===== src/pkg/ebpm_pkg.sv =====
// Shared constants and types of the pin multiplexer
package ebpm_pkg;

    // ************************************************************
    // Register map
    // ************************************************************
    localparam logic [15:0] SEL_REG_ADDR   = 16'h1c00;
    localparam logic [15:0] SEL_RESET      = 16'h0000;

    // Field positions of external_bus_select
    localparam int PP_ROUTE_LSB  = 12;
    localparam int PP_ROUTE_MSB  = 14;
    localparam int SP1_ROUTE_LSB = 10;
    localparam int SP1_ROUTE_MSB = 11;
    localparam int SP0_ROUTE_LSB = 8;
    localparam int SP0_ROUTE_MSB = 9;
    localparam int ADDR_SEL_LSB  = 0;
    localparam int ADDR_SEL_MSB  = 5;

    // ************************************************************
    // Pin counts and field codes
    // ************************************************************
    localparam int PP_PINS   = 21;
    localparam int ADDR_PINS = 6;

    localparam logic [2:0] PP_MODE1 = 3'h1;
    localparam logic [2:0] PP_MODE2 = 3'h2;
    localparam logic [2:0] PP_MODE3 = 3'h3;
    localparam logic [2:0] PP_MODE4 = 3'h4;
    localparam logic [2:0] PP_MODE5 = 3'h5;
    localparam logic [2:0] PP_MODE6 = 3'h6;

    localparam logic [1:0] SP_MODE_CARD  = 2'h0;
    localparam logic [1:0] SP_MODE_AUDIO = 2'h1;
    localparam logic [1:0] SP_MODE_GPIO  = 2'h2;

    // ************************************************************
    // Types
    // ************************************************************
    typedef enum logic [2:0] {
        SRC_NONE,
        SRC_SPI,
        SRC_UART,
        SRC_AUDIO2,
        SRC_AUDIO3,
        SRC_GPIO
    } ebpm_src_e;

    typedef struct packed {
        ebpm_src_e  src;
        logic [2:0] idx;
    } ebpm_map_s;

    typedef struct packed {
        logic [2:0]  pp_route;
        logic [1:0]  sp1_route;
        logic [1:0]  sp0_route;
        logic [5:0]  addr_sel;
        logic [15:0] rdata;
    } ebpm_state_s;

endpackage


===== src/hdl/ebpm_serial_port_mux.sv =====
// Six-pin serial port multiplexer: memory card, audio serial or GPIO
`timescale 1ns/100ps
module ebpm_serial_port_mux
(
    // Selection
    input  wire logic [1:0] route_i,
    // Pins
    input  wire logic [5:0] pin_in_i,
    output logic      [5:0] pin_out_o,
    output logic      [5:0] pin_oe_o,
    // Memory card
    input  wire logic [5:0] card_out_i,
    input  wire logic [5:0] card_oe_i,
    output logic      [5:0] card_in_o,
    // Audio serial
    input  wire logic [3:0] audio_out_i,
    input  wire logic [3:0] audio_oe_i,
    output logic      [3:0] audio_in_o,
    // General I/O lines, local index 0..5
    input  wire logic [5:0] gpio_out_i,
    input  wire logic [5:0] gpio_oe_i,
    output logic      [5:0] gpio_in_o
);

    always_comb
    begin
        pin_out_o  = '0;
        pin_oe_o   = '0;
        card_in_o  = '0;
        audio_in_o = '0;
        gpio_in_o  = '0;
        // Reserved code leaves all six pins undriven
        case (route_i)
            ebpm_pkg::SP_MODE_CARD:
            begin
                pin_out_o = card_out_i;
                pin_oe_o  = card_oe_i;
                card_in_o = pin_in_i;
            end
            ebpm_pkg::SP_MODE_AUDIO:
            begin
                pin_out_o       = {gpio_out_i[5:4], audio_out_i};
                pin_oe_o        = {gpio_oe_i[5:4], audio_oe_i};
                audio_in_o      = pin_in_i[3:0];
                gpio_in_o[5:4]  = pin_in_i[5:4];
            end
            ebpm_pkg::SP_MODE_GPIO:
            begin
                pin_out_o = gpio_out_i;
                pin_oe_o  = gpio_oe_i;
                gpio_in_o = pin_in_i;
            end
            default:
            begin
            end
        endcase
    end

endmodule


===== src/hdl/ebpm_pin_mux.sv =====
// External bus pin multiplexer with its selection register
`timescale 1ns/100ps

// Summary of operation
// [RQ1] Selection register decoded at 0x1C00
// [RQ2] New routing applies next clock cycle
// [RQ3] Parallel mode steers peripherals onto 21 pins
// [RQ4] Address select 1 makes pin GPIO
// [RQ5] Address select 0 keeps memory address
// [RQ6] Parallel mode bits 14:12, reset 000
// [RQ7] Mode 1: SPI7, GPIO6, UART4, audio2
// [RQ8] Mode 2: eight GPIO lines only
// [RQ9] Mode 3: SPI4 and third audio
// [RQ10] Mode 4: second audio and UART
// [RQ11] Mode 5: SPI4 and UART4
// [RQ12] Mode 6: SPI7, both audio, GPIO
// [RQ13] Bits 15, 7, 6 read zero
// [RQ14] Software gates peripheral clocks before change
// [RQ15] Software resets peripherals after change
// [RQ16] Software writes register once after boot
// [RQ17] Routing set by software, no straps
// [RQ18] Serial port 0 card/audio/GPIO modes
// [RQ19] Serial port 1 card/audio/GPIO modes
// [RQ20] Reserved codes leave pins undriven
module ebpm_pin_mux
#(
    parameter int ADDR_W = 16
)
(
    // Clock and reset
    input  wire logic              core_clk_i,
    input  wire logic              rst_i,
    // Register port
    input  wire logic [ADDR_W-1:0] addr_i,
    input  wire logic [15:0]       wdata_i,
    input  wire logic              wr_i,
    input  wire logic              rd_i,
    output logic      [15:0]       rdata_o,
    // Parallel port pins
    input  wire logic [20:0]       pp_pin_in_i,
    output logic      [20:0]       pp_pin_out_o,
    output logic      [20:0]       pp_pin_oe_o,
    // SPI
    input  wire logic [6:0]        spi_out_i,
    input  wire logic [6:0]        spi_oe_i,
    output logic      [6:0]        spi_in_o,
    // UART
    input  wire logic [3:0]        uart_out_i,
    input  wire logic [3:0]        uart_oe_i,
    output logic      [3:0]        uart_in_o,
    // Second audio serial port
    input  wire logic [3:0]        audio_serial_second_out_i,
    input  wire logic [3:0]        audio_serial_second_oe_i,
    output logic      [3:0]        audio_serial_second_in_o,
    // Third audio serial port
    input  wire logic [3:0]        audio_serial_third_out_i,
    input  wire logic [3:0]        audio_serial_third_oe_i,
    output logic      [3:0]        audio_serial_third_in_o,
    // Parallel port general I/O lines
    input  wire logic [7:0]        pp_gpio_out_i,
    input  wire logic [7:0]        pp_gpio_oe_i,
    output logic      [7:0]        pp_gpio_in_o,
    // Serial port 0 pins
    input  wire logic [5:0]        sp0_pin_in_i,
    output logic      [5:0]        sp0_pin_out_o,
    output logic      [5:0]        sp0_pin_oe_o,
    // Serial port 0 sources
    input  wire logic [5:0]        memory_card_zero_out_i,
    input  wire logic [5:0]        memory_card_zero_oe_i,
    output logic      [5:0]        memory_card_zero_in_o,
    input  wire logic [3:0]        audio_serial_zero_out_i,
    input  wire logic [3:0]        audio_serial_zero_oe_i,
    output logic      [3:0]        audio_serial_zero_in_o,
    input  wire logic [5:0]        sp0_gpio_out_i,
    input  wire logic [5:0]        sp0_gpio_oe_i,
    output logic      [5:0]        sp0_gpio_in_o,
    // Serial port 1 pins
    input  wire logic [5:0]        sp1_pin_in_i,
    output logic      [5:0]        sp1_pin_out_o,
    output logic      [5:0]        sp1_pin_oe_o,
    // Serial port 1 sources
    input  wire logic [5:0]        memory_card_one_out_i,
    input  wire logic [5:0]        memory_card_one_oe_i,
    output logic      [5:0]        memory_card_one_in_o,
    input  wire logic [3:0]        audio_serial_one_out_i,
    input  wire logic [3:0]        audio_serial_one_oe_i,
    output logic      [3:0]        audio_serial_one_in_o,
    input  wire logic [5:0]        sp1_gpio_out_i,
    input  wire logic [5:0]        sp1_gpio_oe_i,
    output logic      [5:0]        sp1_gpio_in_o,
    // Upper address pins 15..20
    input  wire logic [5:0]        addr_pin_in_i,
    output logic      [5:0]        addr_pin_out_o,
    output logic      [5:0]        addr_pin_oe_o,
    input  wire logic [5:0]        memif_address_pins_i,
    input  wire logic [5:0]        addr_gpio_out_i,
    input  wire logic [5:0]        addr_gpio_oe_i,
    output logic      [5:0]        addr_gpio_in_o,
    // Current routing
    output logic      [2:0]        parallel_port_route_o,
    output logic      [1:0]        serial_port1_route_o,
    output logic      [1:0]        serial_port0_route_o,
    output logic      [5:0]        addr_gpio_select_o
);

    // ************************************************************
    // Elaboration checks
    // ************************************************************
    // Register address needs thirteen bits to decode
    if (ADDR_W < 13 || ADDR_W > 32)
    begin : g_bad_addr_w
        $error("ADDR_W must lie between 13 and 32");
    end

    // ************************************************************
    // Functions
    // ************************************************************
    // [RQ1] Register address decode
    function automatic logic reg_hit(input logic [ADDR_W-1:0] a);
        return a == ADDR_W'(ebpm_pkg::SEL_REG_ADDR);
    endfunction

    function automatic ebpm_pkg::ebpm_map_s mk(input ebpm_pkg::ebpm_src_e s,
                                              input logic [4:0] pin,
                                              input logic [4:0] base);
        ebpm_pkg::ebpm_map_s m;
        m.src = s;
        m.idx = 3'(pin - base);
        return m;
    endfunction

    // Pin-by-pin source of the parallel port for one mode
    function automatic ebpm_pkg::ebpm_map_s pp_map(input logic [2:0] mode,
                                                  input logic [4:0] pin);
        ebpm_pkg::ebpm_map_s m;
        m.src = ebpm_pkg::SRC_NONE;
        m.idx = 3'h0;
        case (mode)
            // [RQ7] [RQ12] Modes 1 and 6 share layout, except pins 13..16 (UART or third audio)
            ebpm_pkg::PP_MODE1, ebpm_pkg::PP_MODE6:
            begin
                if (pin <= 5'h06)
                    m = mk(ebpm_pkg::SRC_SPI, pin, 5'h00);
                else if (pin <= 5'h0c)
                    m = mk(ebpm_pkg::SRC_GPIO, pin, 5'h07);
                else if (pin <= 5'h10)
                    m = mk(mode == ebpm_pkg::PP_MODE1 ? ebpm_pkg::SRC_UART : ebpm_pkg::SRC_AUDIO3, pin, 5'h0d);
                else
                    m = mk(ebpm_pkg::SRC_AUDIO2, pin, 5'h11);
            end
            // [RQ8] Eight GPIO lines only
            ebpm_pkg::PP_MODE2:
            begin
                if (pin <= 5'h07)
                    m = mk(ebpm_pkg::SRC_GPIO, pin, 5'h00);
            end
            // [RQ9] Four SPI, third audio
            ebpm_pkg::PP_MODE3:
            begin
                if (pin <= 5'h03)
                    m = mk(ebpm_pkg::SRC_SPI, pin, 5'h00);
                else if (pin >= 5'h11)
                    m = mk(ebpm_pkg::SRC_AUDIO3, pin, 5'h11);
            end
            // [RQ10] Second audio and UART
            ebpm_pkg::PP_MODE4:
            begin
                if (pin >= 5'h0d && pin <= 5'h10)
                    m = mk(ebpm_pkg::SRC_UART, pin, 5'h0d);
                else if (pin >= 5'h11)
                    m = mk(ebpm_pkg::SRC_AUDIO2, pin, 5'h11);
            end
            // [RQ11] Four SPI and UART
            ebpm_pkg::PP_MODE5:
            begin
                if (pin <= 5'h03)
                    m = mk(ebpm_pkg::SRC_SPI, pin, 5'h00);
                else if (pin >= 5'h0d && pin <= 5'h10)
                    m = mk(ebpm_pkg::SRC_UART, pin, 5'h0d);
            end
            // [RQ20] Mode 0 and reserved code drive nothing
            default:
            begin
            end
        endcase
        return m;
    endfunction

    // ************************************************************
    // State
    // ************************************************************
    ebpm_pkg::ebpm_state_s st_q;
    ebpm_pkg::ebpm_state_s st_d;
    logic [15:0]           sel_view;

    // [RQ13] Reserved bits always read zero
    assign sel_view = {1'b0, st_q.pp_route, st_q.sp1_route, st_q.sp0_route,
                       2'b00, st_q.addr_sel};

    always_comb
    begin
        st_d       = st_q;
        // Read data stands one cycle
        st_d.rdata = '0;
        if (rd_i && reg_hit(addr_i))
            st_d.rdata = sel_view;
        // [RQ6] Writable fields, reserved bits dropped
        if (wr_i && reg_hit(addr_i))
        begin
            st_d.pp_route  = wdata_i[ebpm_pkg::PP_ROUTE_MSB:ebpm_pkg::PP_ROUTE_LSB];
            st_d.sp1_route = wdata_i[ebpm_pkg::SP1_ROUTE_MSB:ebpm_pkg::SP1_ROUTE_LSB];
            st_d.sp0_route = wdata_i[ebpm_pkg::SP0_ROUTE_MSB:ebpm_pkg::SP0_ROUTE_LSB];
            st_d.addr_sel  = wdata_i[ebpm_pkg::ADDR_SEL_MSB:ebpm_pkg::ADDR_SEL_LSB];
        end
    end

    // [RQ17] Fixed reset value, no sampled straps
    always_ff @(posedge core_clk_i or posedge rst_i)
    begin
        if (rst_i)
            st_q <= '{pp_route:  ebpm_pkg::SEL_RESET[14:12],
                      sp1_route: ebpm_pkg::SEL_RESET[11:10],
                      sp0_route: ebpm_pkg::SEL_RESET[9:8],
                      addr_sel:  ebpm_pkg::SEL_RESET[5:0],
                      rdata:     16'h0000};
        else
            st_q <= st_d;
    end

    assign rdata_o               = st_q.rdata;
    assign parallel_port_route_o = st_q.pp_route;
    assign serial_port1_route_o  = st_q.sp1_route;
    assign serial_port0_route_o  = st_q.sp0_route;
    assign addr_gpio_select_o    = st_q.addr_sel;

    // ************************************************************
    // Parallel port routing
    // ************************************************************
    // No glitch filter: quiesce links before a write
    always_comb
    begin
        ebpm_pkg::ebpm_map_s m;
        m                        = '0;
        pp_pin_out_o             = '0;
        pp_pin_oe_o              = '0;
        spi_in_o                 = '0;
        uart_in_o                = '0;
        audio_serial_second_in_o = '0;
        audio_serial_third_in_o  = '0;
        pp_gpio_in_o             = '0;
        // [RQ3] Steer each of the 21 pins
        for (int p = 0; p < ebpm_pkg::PP_PINS; p++)
        begin
            // [RQ2] Routing taken from the registered field
            m = pp_map(st_q.pp_route, 5'(p));
            unique case (m.src)
                ebpm_pkg::SRC_SPI:
                begin
                    pp_pin_out_o[p]  = spi_out_i[m.idx];
                    pp_pin_oe_o[p]   = spi_oe_i[m.idx];
                    spi_in_o[m.idx]  = pp_pin_in_i[p];
                end
                ebpm_pkg::SRC_UART:
                begin
                    pp_pin_out_o[p]       = uart_out_i[m.idx[1:0]];
                    pp_pin_oe_o[p]        = uart_oe_i[m.idx[1:0]];
                    uart_in_o[m.idx[1:0]] = pp_pin_in_i[p];
                end
                ebpm_pkg::SRC_AUDIO2:
                begin
                    pp_pin_out_o[p] = audio_serial_second_out_i[m.idx[1:0]];
                    pp_pin_oe_o[p]  = audio_serial_second_oe_i[m.idx[1:0]];
                    audio_serial_second_in_o[m.idx[1:0]] = pp_pin_in_i[p];
                end
                ebpm_pkg::SRC_AUDIO3:
                begin
                    pp_pin_out_o[p] = audio_serial_third_out_i[m.idx[1:0]];
                    pp_pin_oe_o[p]  = audio_serial_third_oe_i[m.idx[1:0]];
                    audio_serial_third_in_o[m.idx[1:0]] = pp_pin_in_i[p];
                end
                ebpm_pkg::SRC_GPIO:
                begin
                    pp_pin_out_o[p]     = pp_gpio_out_i[m.idx];
                    pp_pin_oe_o[p]      = pp_gpio_oe_i[m.idx];
                    pp_gpio_in_o[m.idx] = pp_pin_in_i[p];
                end
                ebpm_pkg::SRC_NONE:
                begin
                    pp_pin_oe_o[p] = 1'b0;
                end
            endcase
        end
    end

    // ************************************************************
    // Upper address pins
    // ************************************************************
    always_comb
    begin
        for (int i = 0; i < ebpm_pkg::ADDR_PINS; i++)
        begin
            // [RQ4] Select 1 hands the pin to GPIO
            if (st_q.addr_sel[i])
            begin
                addr_pin_out_o[i] = addr_gpio_out_i[i];
                addr_pin_oe_o[i]  = addr_gpio_oe_i[i];
                addr_gpio_in_o[i] = addr_pin_in_i[i];
            end
            // [RQ5] Select 0 keeps the memory address
            else
            begin
                addr_pin_out_o[i] = memif_address_pins_i[i];
                addr_pin_oe_o[i]  = 1'b1;
                addr_gpio_in_o[i] = 1'b0;
            end
        end
    end

    // ************************************************************
    // Serial ports
    // ************************************************************
    // [RQ18] Serial port 0 routing
    ebpm_serial_port_mux u_sp0
    (
        .route_i     (st_q.sp0_route),
        .pin_in_i    (sp0_pin_in_i),
        .pin_out_o   (sp0_pin_out_o),
        .pin_oe_o    (sp0_pin_oe_o),
        .card_out_i  (memory_card_zero_out_i),
        .card_oe_i   (memory_card_zero_oe_i),
        .card_in_o   (memory_card_zero_in_o),
        .audio_out_i (audio_serial_zero_out_i),
        .audio_oe_i  (audio_serial_zero_oe_i),
        .audio_in_o  (audio_serial_zero_in_o),
        .gpio_out_i  (sp0_gpio_out_i),
        .gpio_oe_i   (sp0_gpio_oe_i),
        .gpio_in_o   (sp0_gpio_in_o)
    );

    // [RQ19] Serial port 1 routing
    ebpm_serial_port_mux u_sp1
    (
        .route_i     (st_q.sp1_route),
        .pin_in_i    (sp1_pin_in_i),
        .pin_out_o   (sp1_pin_out_o),
        .pin_oe_o    (sp1_pin_oe_o),
        .card_out_i  (memory_card_one_out_i),
        .card_oe_i   (memory_card_one_oe_i),
        .card_in_o   (memory_card_one_in_o),
        .audio_out_i (audio_serial_one_out_i),
        .audio_oe_i  (audio_serial_one_oe_i),
        .audio_in_o  (audio_serial_one_in_o),
        .gpio_out_i  (sp1_gpio_out_i),
        .gpio_oe_i   (sp1_gpio_oe_i),
        .gpio_in_o   (sp1_gpio_in_o)
    );

endmodule


===== config.mk =====
export PLATFORM = sky130hd
export DESIGN_NAME = ebpm_pin_mux
export DESIGN_NICKNAME = d
export VERILOG_FILES = /design/src/pkg/ebpm_pkg.sv /design/src/hdl/ebpm_serial_port_mux.sv /design/src/hdl/ebpm_pin_mux.sv
export SDC_FILE = /design/constraint.sdc
export NUM_CORES = 1
export LEC_CHECK = 0
export BUFFER_PORTS_ARGS = -buffer_cell sky130_fd_sc_hd__buf_2
export CAP_MARGIN = 20
export CORE_AREA = 3 3 148 150
export CTS_CLUSTER_SIZE = 12
export DETAILED_ROUTE_END_ITERATION = 10
export DIE_AREA = 0 0 151 153
export PLACE_DENSITY = 0.54
export SLEW_MARGIN = 20
export SYNTH_ARGS = -nofsm -noshare
export SYNTH_HDL_FRONTEND = slang
export SYNTH_SLANG_ARGS = --single-unit
export TNS_END_PERCENT = 10

===== constraint.sdc =====
create_clock -name core_clk_i -period 3.75 [get_ports core_clk_i]
set_clock_uncertainty 0.05 [all_clocks]
set_input_delay 0.1875 -clock core_clk_i [delete_from_list [all_inputs] [get_ports core_clk_i]]
set_output_delay 0.1875 -clock core_clk_i [all_outputs]
set_load 0.005 [all_outputs]

==> flow_summary.yaml, run 1 <==
final_layout:
  instances_no_fill: 1008
  multiInputGateArea_sq_um: 2050
  fin_nets: 957
  design_area_sq_um: 5160
  final-seq-area_sq_um: 651
  fillers: 2301
  diodes: 0
  drive_gt1_share_pct: 56.1
  area_delta_synth_final_pct: 74.7
sta:
  worst_slew_pin_slew_ns: 1.03
  drv_slew: 0
  rsz0062_at_grt: "no"
  period_needed_ns: 2.96
  setup_tns_ns: 0
  hold_violations: 0
  timing.final.crit_share_pct: 78.8
  max_freq_mhz: 338
  setup_viol: 0
  worst_slew_margin_rel_pct: 31.6
logic_synthesis:
  ys_warn_count: 0
  syn-cell-area_sq_um: 2960
  ys_top_cells_by_count: "and2_1 (73), nand2_1 (32), o21ai_0 (32)"
  synth_top_cell_area_share_pct: 22.0
  synthCells: 377
  synth-main-ff-cell: "dfrtp_1"
  ys_types: 35
  synth_edf_count: 0
  synthArstFlopShare_pct: 100
  yosys.area.top_type: "dfrtp_1"
  yosys-top-cells-area: "dfrtp_1 (22%), and2_1 (15%), a22o_1 (8.9%), a222oi_1 (5.4%), o21ai_0 (5.4%)"
  ys_seq_area_share_pct: 22.0
  yosysMostFrequentCell: "and2_1"
  synth-seq-cells: 26
  syn_avg_cell_area_sq_um: 7.84
clock_network:
  cts_tree: "yes"
  worstSkewPairLatency_ns: 0.26
  path_clk_slew_ns: 0.07
  cts.sinks: 26
  numCtsBuffers: 3
  postCtsHoldBufs: 1
  postCtsSetupBuffers: 0
  ctsResizeCount: 0
  cts_buffer_depth: 2
  cts_root_buf: "clkbuf_16"
  htreeDepth: 1
detailed_routing:
  drcViolationCount: 0
  drt_pass1_iterations: 6
  postRouteAntennaNets: 0
  via_per_inst: 4.12
  drt-total-wl_um: 15200
  vias: 4155
  post_drt_wl_per_cell_um: 15.1
  drtIter0Drc: 203
floorplanning:
  coreArea_sq_um: 20800
  fp.dieH_um: 153
  die_area_sq_um: 23100
  row_count: 53
  die-width_um: 151
  initial_core_util_pct: 14.2
  pin_count: 383
pwr:
  p_per_area_nw_per_um2: 145
  sw_frac_of_total_pct: 25.5
  p_leak_nw: 3.06
  internal_power_uw: 559
  pwr-share-seq_pct: 37.4
  peakVddDrop_mv: 0.155
  p_comb_share_pct: 26.5
  clockPowerShare_pct: 36.2
  p_switching_uw: 191
worst_setup_path:
  cp.arrival_ns: 2.72
  criticalPathCategory: "flip-flop to primary output"
  critical_path_required_ns: 3.51
  critPathMaxFanout: 24
  worst_setup_path_start_kind: "flip-flop"
  crit_path_end_kind: "primary output"
place:
  place_congestion: 0.826
  placement.io_buffers: 376
  dp.final_hpwl_um: 12900
  placed_area_sq_um: 5070
  dp_cells: 1003
grt:
  grt_first_pass_wirelength_um: 21400
  grt_max_degree: 28
  grt_util_all_layers_pct: 11.6
  grt-ovfl-total: 0
  grt_pass1_vias: 3934
  antenna_found_initial: 0
min_path:
  hp-class: "input port to flip-flop"
flow_run:
  drv_cap: 0
status:
  outcome: "completed"
worst paths after layout:
check / startpoint / to / slack (ns) / cells past startpoint
max reg2reg: parallel_port_route_o[2] / parallel_port_route_o[2] / 2.63 / 2
min reg2reg: addr_gpio_select_o[4] / rdata_o[4] / 0.55 / 1
max in group asynchronous: rst_i / rdata_o[3] / 2.67 / 4
max: parallel_port_route_o[1] / pp_pin_oe_o[19] / 0.79 / 8
min: wdata_i[3] / addr_gpio_select_o[3] / 0.1 / 2
min in group asynchronous: rst_i / addr_gpio_select_o[1] / 0.48 / 3
per-stage QoR:
stage	total power, mW	utilization [%]	setup slack, ns	hold WS [ns]
after floorplan	0.335	-	1.56	0.178
after global placement	0.480	24.3	1.16	0.368
after detailed placement	0.485	24.3	1.10	0.250
after CTS	0.766	24.8	0.796	0.0898
after global routing	0.798	24.8	0.569	0.0900
final	0.750	24.8	0.794	0.0971
cell type report:
| cell class | instances | share of cell area, % |
|---|---|---|
| multi-input cells | 294 | 39.6 |
| repair buffers | 381 | 37.4 |
| flip-flops and latches | 26 | 12.6 |
| well taps | 275 | 6.66 |
| inverters | 28 | 2.03 |
| clock buffers | 4 | 1.72 |
power by group through the flow:
stage / sequential [mW] / clock (mW) / combinational (mW)
final: 0.280 / 0.271 / 0.198
after detailed placement: 0.286 / 0 / 0.199
after CTS: 0.280 / 0.286 / 0.200
after floorplan: 0.286 / 0 / 0.0490
after global placement: 0.286 / 0 / 0.194
after global routing: 0.280 / 0.297 / 0.221
registers in the layout, summed over array words and instances (netlist names):
register	cells
parallel_port_route_o	3
serial_port0_route_o	2
rdata_o	13
addr_gpio_select_o	6
serial_port1_route_o	2
routing by layer:
metal	track usage, %	vias up	wire [um]	share of wire (%)
li1	-	2024	-	-
met1	15.1	1902	6340	42
met2	20.7	219	7570	50
met3	1.75	10	1240	8.1
met4	1.38	0	93	0.61
met5	0	-	0	0
placed cells by master, fill, tap and decap left out:
cell / instances
nor3_1: 4
nor4bb_1: 1
o21ai_2: 1
nor4_2: 2
o21ai_0: 32
a22oi_1: 5
clkbuf_8: 1
a22o_1: 30
mux2i_1: 2
nor2_1: 19
dlygate4sd3_1: 1
nor2b_2: 1
or2_2: 1
ha_1: 12
buf_2: 376
nor2b_1: 9
a31oi_1: 3
dfrtp_1: 26
nand3_1: 1
and2_1: 73
nand2_2: 1
a221oi_1: 3
nand2b_1: 11
a222oi_1: 16
a21oi_1: 8
inv_1: 28
conb_1: 3
mux2_4: 10
nor4b_2: 1
buf_8: 1
and3_1: 2
nand2_1: 32
mux2_2: 10
clkbuf_16: 3
buf_4: 3
nand4_1: 1
logic make-up after synthesis:
group,count (synthesis),share of synthesized area (%)
other,1,0.127
muxes,22,9.56
and+or+nand+nor,159,30.0
AOI/OAI and AO/OA,98,24.2
DFF,26,22.0
buffers and inverters,59,9.10
adders and majority gates,12,5.08
critical path, cell delays in order, from the launching register on:
cell	delay, ns
dfrtp_1	0.56
nand2b_1	0.26
mux2_2	0.31
ha_1	0.45
nand2_1	0.21
o21ai_0	0.10
a221oi_1	0.31
a31oi_1	0.09
buf_2	0.15
Note: power is estimated with default switching activity, not from simulation.
==> run 2: changes to the inputs <==
clock period = 2.9 ns   (was 3.75 ns; I/O delays follow)
==> run 2 against run 1 <==
Register-to-register slack got worse by 0.84 ns. Non-clock buffer count increased by 3. Highest routed layer unchanged. Power increased by 30%. Critical path depth unchanged. Global-route usage about the same. Flip-flop and latch count unchanged. Clock power increased by 31%. Critical path type unchanged.
==> flow_summary.yaml, run 2 (synthesis results as in run 1) <==
clock_network:
  numCtsBuffers: 3
  cts.sinks: 26
  cts_tree: "yes"
  ctsResizeCount: 0
  worstSkewPairLatency_ns: 0.26
  cts_buffer_depth: 2
  path_clk_slew_ns: 0.07
  htreeDepth: 1
  cts_root_buf: "clkbuf_16"
worst_setup_path:
  cp.arrival_ns: 2.42
  r2r_end: "parallel_port_route_o[2]"
  critical_path_required_ns: 2.71
  r2r_start: "parallel_port_route_o[2]"
  cp-startpoint: "parallel_port_route_o[1]"
  criticalPathCategory: "flip-flop to primary output"
  critPathMaxFanout: 24
  r2r_slack_ns: 1.79
  crit_path_end_kind: "primary output"
  rr_worst_depth: 2
  worst_setup_path_start_kind: "flip-flop"
flow_run:
  drv_cap: 0
floorplanning:
  initial_core_util_pct: 14.2
  die-width_um: 151
  die_area_sq_um: 23100
  coreArea_sq_um: 20800
  row_count: 53
  fp.dieH_um: 153
  pin_count: 383
final_layout:
  diodes: 0
  final-seq-area_sq_um: 651
  drive_gt1_share_pct: 56.3
  layout_common_cells: "buf_2 (376), and2_1 (73), nand2_1 (32), o21ai_0 (32), a22o_1 (30)"
  largest_reg_flops: 13
  instances_no_fill: 1011
  final_util_pct: 24.9
  fillers: 2299
  multiInputGateArea_sq_um: 2050
  fin_nets: 960
  layout_commonest_cell: "buf_2"
  area_delta_synth_final_pct: 75.5
sta:
  hold_ws_ns: 0.0543
  setup_viol: 0
  max_freq_mhz: 382
  worst_slew_margin_rel_pct: 39.2
  period_needed_ns: 2.62
  timing.final.crit_share_pct: 90.2
  drv_slew: 0
  rsz0062_at_grt: "no"
  setup_tns_ns: 0
  worst_slew_pin_slew_ns: 0.911
  hold_violations: 0
grt:
  antenna_found_initial: 0
  grt-ovfl-total: 0
  grt_max_degree: 28
  grt_util_all_layers_pct: 11.6
  grt_first_pass_wirelength_um: 21400
  grt_pass1_vias: 3873
min_path:
  hold_path_end: "serial_port0_route_o[0]"
  hp-class: "input port to flip-flop"
  min_path_cells: 2
  hp-start: "wdata_i[8]"
pwr:
  p_per_area_nw_per_um2: 187
  peakVddDrop_mv: 0.184
  p_leak_nw: 3.08
place:
  dp_cells: 1006
  place_congestion: 0.823
  placement.io_buffers: 376
  dp.final_hpwl_um: 12900
detailed_routing:
  drt-total-wl_um: 15000
  vias: 4191
  post_drt_wl_per_cell_um: 14.8
  drcViolationCount: 0
  postRouteAntennaNets: 0
  drtIter0Drc: 211
  drt_pass1_iterations: 7
  via_per_inst: 4.15
status:
  outcome: "completed"
-- run 2: cell type report --
cell class	count	share of cell area, %
Multi-Input combinational cell	294	39.5
Timing Repair Buffer	384	37.6
Sequential cell	26	12.5
Tap cell	275	6.63
Inverter	28	2.03
Clock buffer	4	1.71
-- run 2: how the worst max path moves through the flow --
| stage | endpoint | slack (ns) | cells after the start |
|---|---|---|---|
| 5_1_grt | pp_pin_oe_o[18] | 0.10 | 7 |
| 3_3_place_gp | pp_pin_oe_o[18] | 0.60 | 8 |
| 6_report | pp_pin_oe_o[20] | 0.28 | 8 |
| 3_5_place_dp | pp_pin_oe_o[18] | 0.61 | 8 |
| 2_1_floorplan | pp_pin_oe_o[18] | 0.75 | 8 |
| 4_1_cts | pp_pin_oe_o[18] | 0.31 | 8 |
-- run 2: per-layer routing --
layer	vias to the layer above	track usage (%)	part of all wire, %
li1	2025	-	-
met1	1932	14.8	40
met2	232	21.2	51
met3	2	1.78	8.8
met4	0	0.950	0.18
met5	-	0	0
-- run 2: timing repair --
item,CTS,global route
setup buffers,0,0
hold buffers,1,0
endpoints found under the setup margin,0,0
endpoints found under the hold margin,13,0
-- run 2: where the power goes --
part / total [mW] / switching, mW / internal, mW
registers: 0.362 / 0.0000994 / 0.362
clock network: 0.354 / 0.142 / 0.212
logic: 0.256 / 0.107 / 0.148
-- run 2: critical path, cell delays in order (launching register included) --
cell and delay [ns]:
dfrtp_1 0.40, nand2b_1 0.17, mux2_2 0.30, ha_1 0.44, nand2_1 0.19, o21ai_0 0.10, a221oi_1 0.33, a31oi_1 0.08
buf_2 0.14
-- run 2: stage by stage --
stage / setup WS, ns / cell area (sq um) / power [mW]
floorplan: 0.750 / 2960 / 0.433
global placement: 0.600 / 5070 / 0.621
detailed placement: 0.613 / 5090 / 0.626
CTS: 0.313 / 5190 / 0.987
global route: 0.101 / 5190 / 1.03
finish: 0.283 / 5190 / 0.972
==> run 3: changes to the inputs <==
--- a/config.mk
+++ b/config.mk
@@ -8,3 +8,2 @@
 export BUFFER_PORTS_ARGS = -buffer_cell sky130_fd_sc_hd__buf_2
-export CAP_MARGIN = 20
 export CORE_AREA = 3 3 148 150
==> constraint.sdc (replaced) <==
create_clock -name core_clk_i -period 2.9 [get_ports core_clk_i]
set_clock_uncertainty 0.05 [all_clocks]
set_input_delay 0.29 -clock core_clk_i [delete_from_list [all_inputs] [get_ports core_clk_i]]
set_output_delay 0.29 -clock core_clk_i [all_outputs]
set_load 0.005 [all_outputs]
==> run 3 against run 2 <==
Count of clock-buffer cells in the layout unchanged. Flip-flop and latch count unchanged. Die area unchanged. Global-route usage increased by 0.088 points. Hold slack got worse by 0.031 ns. Critical endpoint is now pp_pin_oe_o[19].
==> flow_summary.yaml, run 3 (synthesis results as in run 1) <==
grt:
  grt_max_degree: 28
  grt_util_all_layers_pct: 11.7
  grt_pass1_vias: 3902
  grt-ovfl-total: 0
  antenna_found_initial: 2
  grt_first_pass_wirelength_um: 21400
detailed_routing:
  via_per_inst: 4.09
  drcViolationCount: 0
  drt_pass1_iterations: 5
  drt-total-wl_um: 15200
  drtIter0Drc: 233
  postRouteAntennaNets: 0
  post_drt_wl_per_cell_um: 15.1
  vias: 4143
sta:
  timing.final.crit_share_pct: 88.3
  period_needed_ns: 2.56
  worst_slew_pin_slew_ns: 0.930
  setup_tns_ns: 0
  drv_slew: 0
  setup_viol: 0
  hold_violations: 0
  rsz0062_at_grt: "no"
  max_freq_mhz: 390
  worst_slew_margin_rel_pct: 38.0
  layout_setup_ws_ns: 0.338
worst_setup_path:
  r2r_end: "parallel_port_route_o[2]"
  cp_num_buf_inv: 1
  crit_path_end_kind: "primary output"
  rr_worst_depth: 2
  crit_family: "compound AO/OA/AOI/OAI gates"
  r2r_start: "parallel_port_route_o[2]"
  critPathMaxFanout: 17
  critical_path_required_ns: 2.56
  cp-startpoint: "parallel_port_route_o[2]"
  critPathSlowestCell: "dfrtp_1"
  worst_setup_path_start_kind: "flip-flop"
  path_cells: "mux2_2, ha_2, nand2_1, o21ai_0, a221oi_1, a31oi_1, buf_2"
  max_stage_delay_ns: 0.49
  r2r_slack_ns: 1.77
  criticalPathCategory: "flip-flop to primary output"
  cp.arrival_ns: 2.22
floorplanning:
  die_area_sq_um: 23100
  coreArea_sq_um: 20800
  initial_core_util_pct: 14.2
  fp.dieH_um: 153
  die-width_um: 151
  pin_count: 383
  row_count: 53
final_layout:
  layout_commonest_cell: "buf_2"
  final_util_pct: 24.9
  largest_reg_flops: 13
  area_delta_synth_final_pct: 75.3
  layout_common_cells: "buf_2 (376), and2_1 (73), nand2_1 (32), o21ai_0 (32), a22o_1 (30)"
  drive_gt1_share_pct: 56.5
  fin_nets: 960
clock_network:
  numCtsBuffers: 3
  worstSkewPairLatency_ns: 0.27
  cts_tree: "yes"
  cts_root_buf: "clkbuf_16"
  cts.sinks: 26
  postCtsHoldBufs: 0
  path_clk_slew_ns: 0.07
  cts_buffer_depth: 2
  htreeDepth: 1
pwr:
  peakVddDrop_mv: 0.224
  p_leak_nw: 3.07
  p_per_area_nw_per_um2: 188
place:
  place_ws_ns: 0.499
  dp.final_hpwl_um: 12900
  placement.io_buffers: 376
  place_congestion: 0.824
min_path:
  hp-class: "input port to async pin"
status:
  outcome: "completed"
flow_run:
  drv_cap: 0
==> run 3: what timing repair did <==
item	4_1_cts	5_1_grt
gates resized for setup	0	1
buffers inserted	0	0
endpoints found under the setup margin	0	2
==> run 3: metrics by stage <==
| step | instances | power (mW) | hold slack (ns) | area, sq um |
|---|---|---|---|---|
| after floorplan | 379 | 0.433 | 0.280 | 2960 |
| after global placement | 1007 | 0.623 | 0.329 | 5090 |
| after detailed placement | 1007 | 0.626 | 0.334 | 5090 |
| after CTS | 1011 | 0.998 | 0.0369 | 5180 |
| after global routing | 1012 | 1.03 | 0.0810 | 5180 |
| final | 1012 | 0.977 | 0.0229 | 5180 |
==> run 3: cell type report <==
| cell class | count | area, sq um |
|---|---|---|
| antenna | 1 | 2.50 |
| clock buffer | 4 | 88.8 |
| fill | 2298 | 15600 |
| inverter | 28 | 105 |
| multi-input combinational | 294 | 2050 |
| sequential | 26 | 651 |
| tap | 275 | 344 |
| timing repair buffer | 384 | 1940 |
==> run 3: worst max-delay path by stage <==
stage | endpoint | cells past startpoint
2_1_floorplan | pp_pin_oe_o[18] | 8
3_3_place_gp | pp_pin_oe_o[20] | 7
3_5_place_dp | pp_pin_oe_o[18] | 7
4_1_cts | pp_pin_oe_o[18] | 7
5_1_grt | pp_pin_oe_o[18] | 7
6_report | pp_pin_oe_o[19] | 7
==> run 3: worst min-delay path, cell delays in order <==
cell and delay [ns]:
buf_2 0.09, inv_1 0.04, buf_4 0.34
==> run 3: power breakdown <==
part           switching [mW]  total (mW)  internal [mW]
Clock                   0.147       0.360          0.212
Combinational           0.108       0.255          0.147
Sequential           0.000101       0.362          0.362
==> run 3: metal layers <==
layer / track usage [%] / vias up / wire length [um]
met5: 0 / - / 20
met4: 1.94 / 2 / 114
met3: 2.10 / 11 / 1320
met2: 20.8 / 212 / 7520
met1: 14.8 / 1888 / 6270
li1: - / 2030 / -
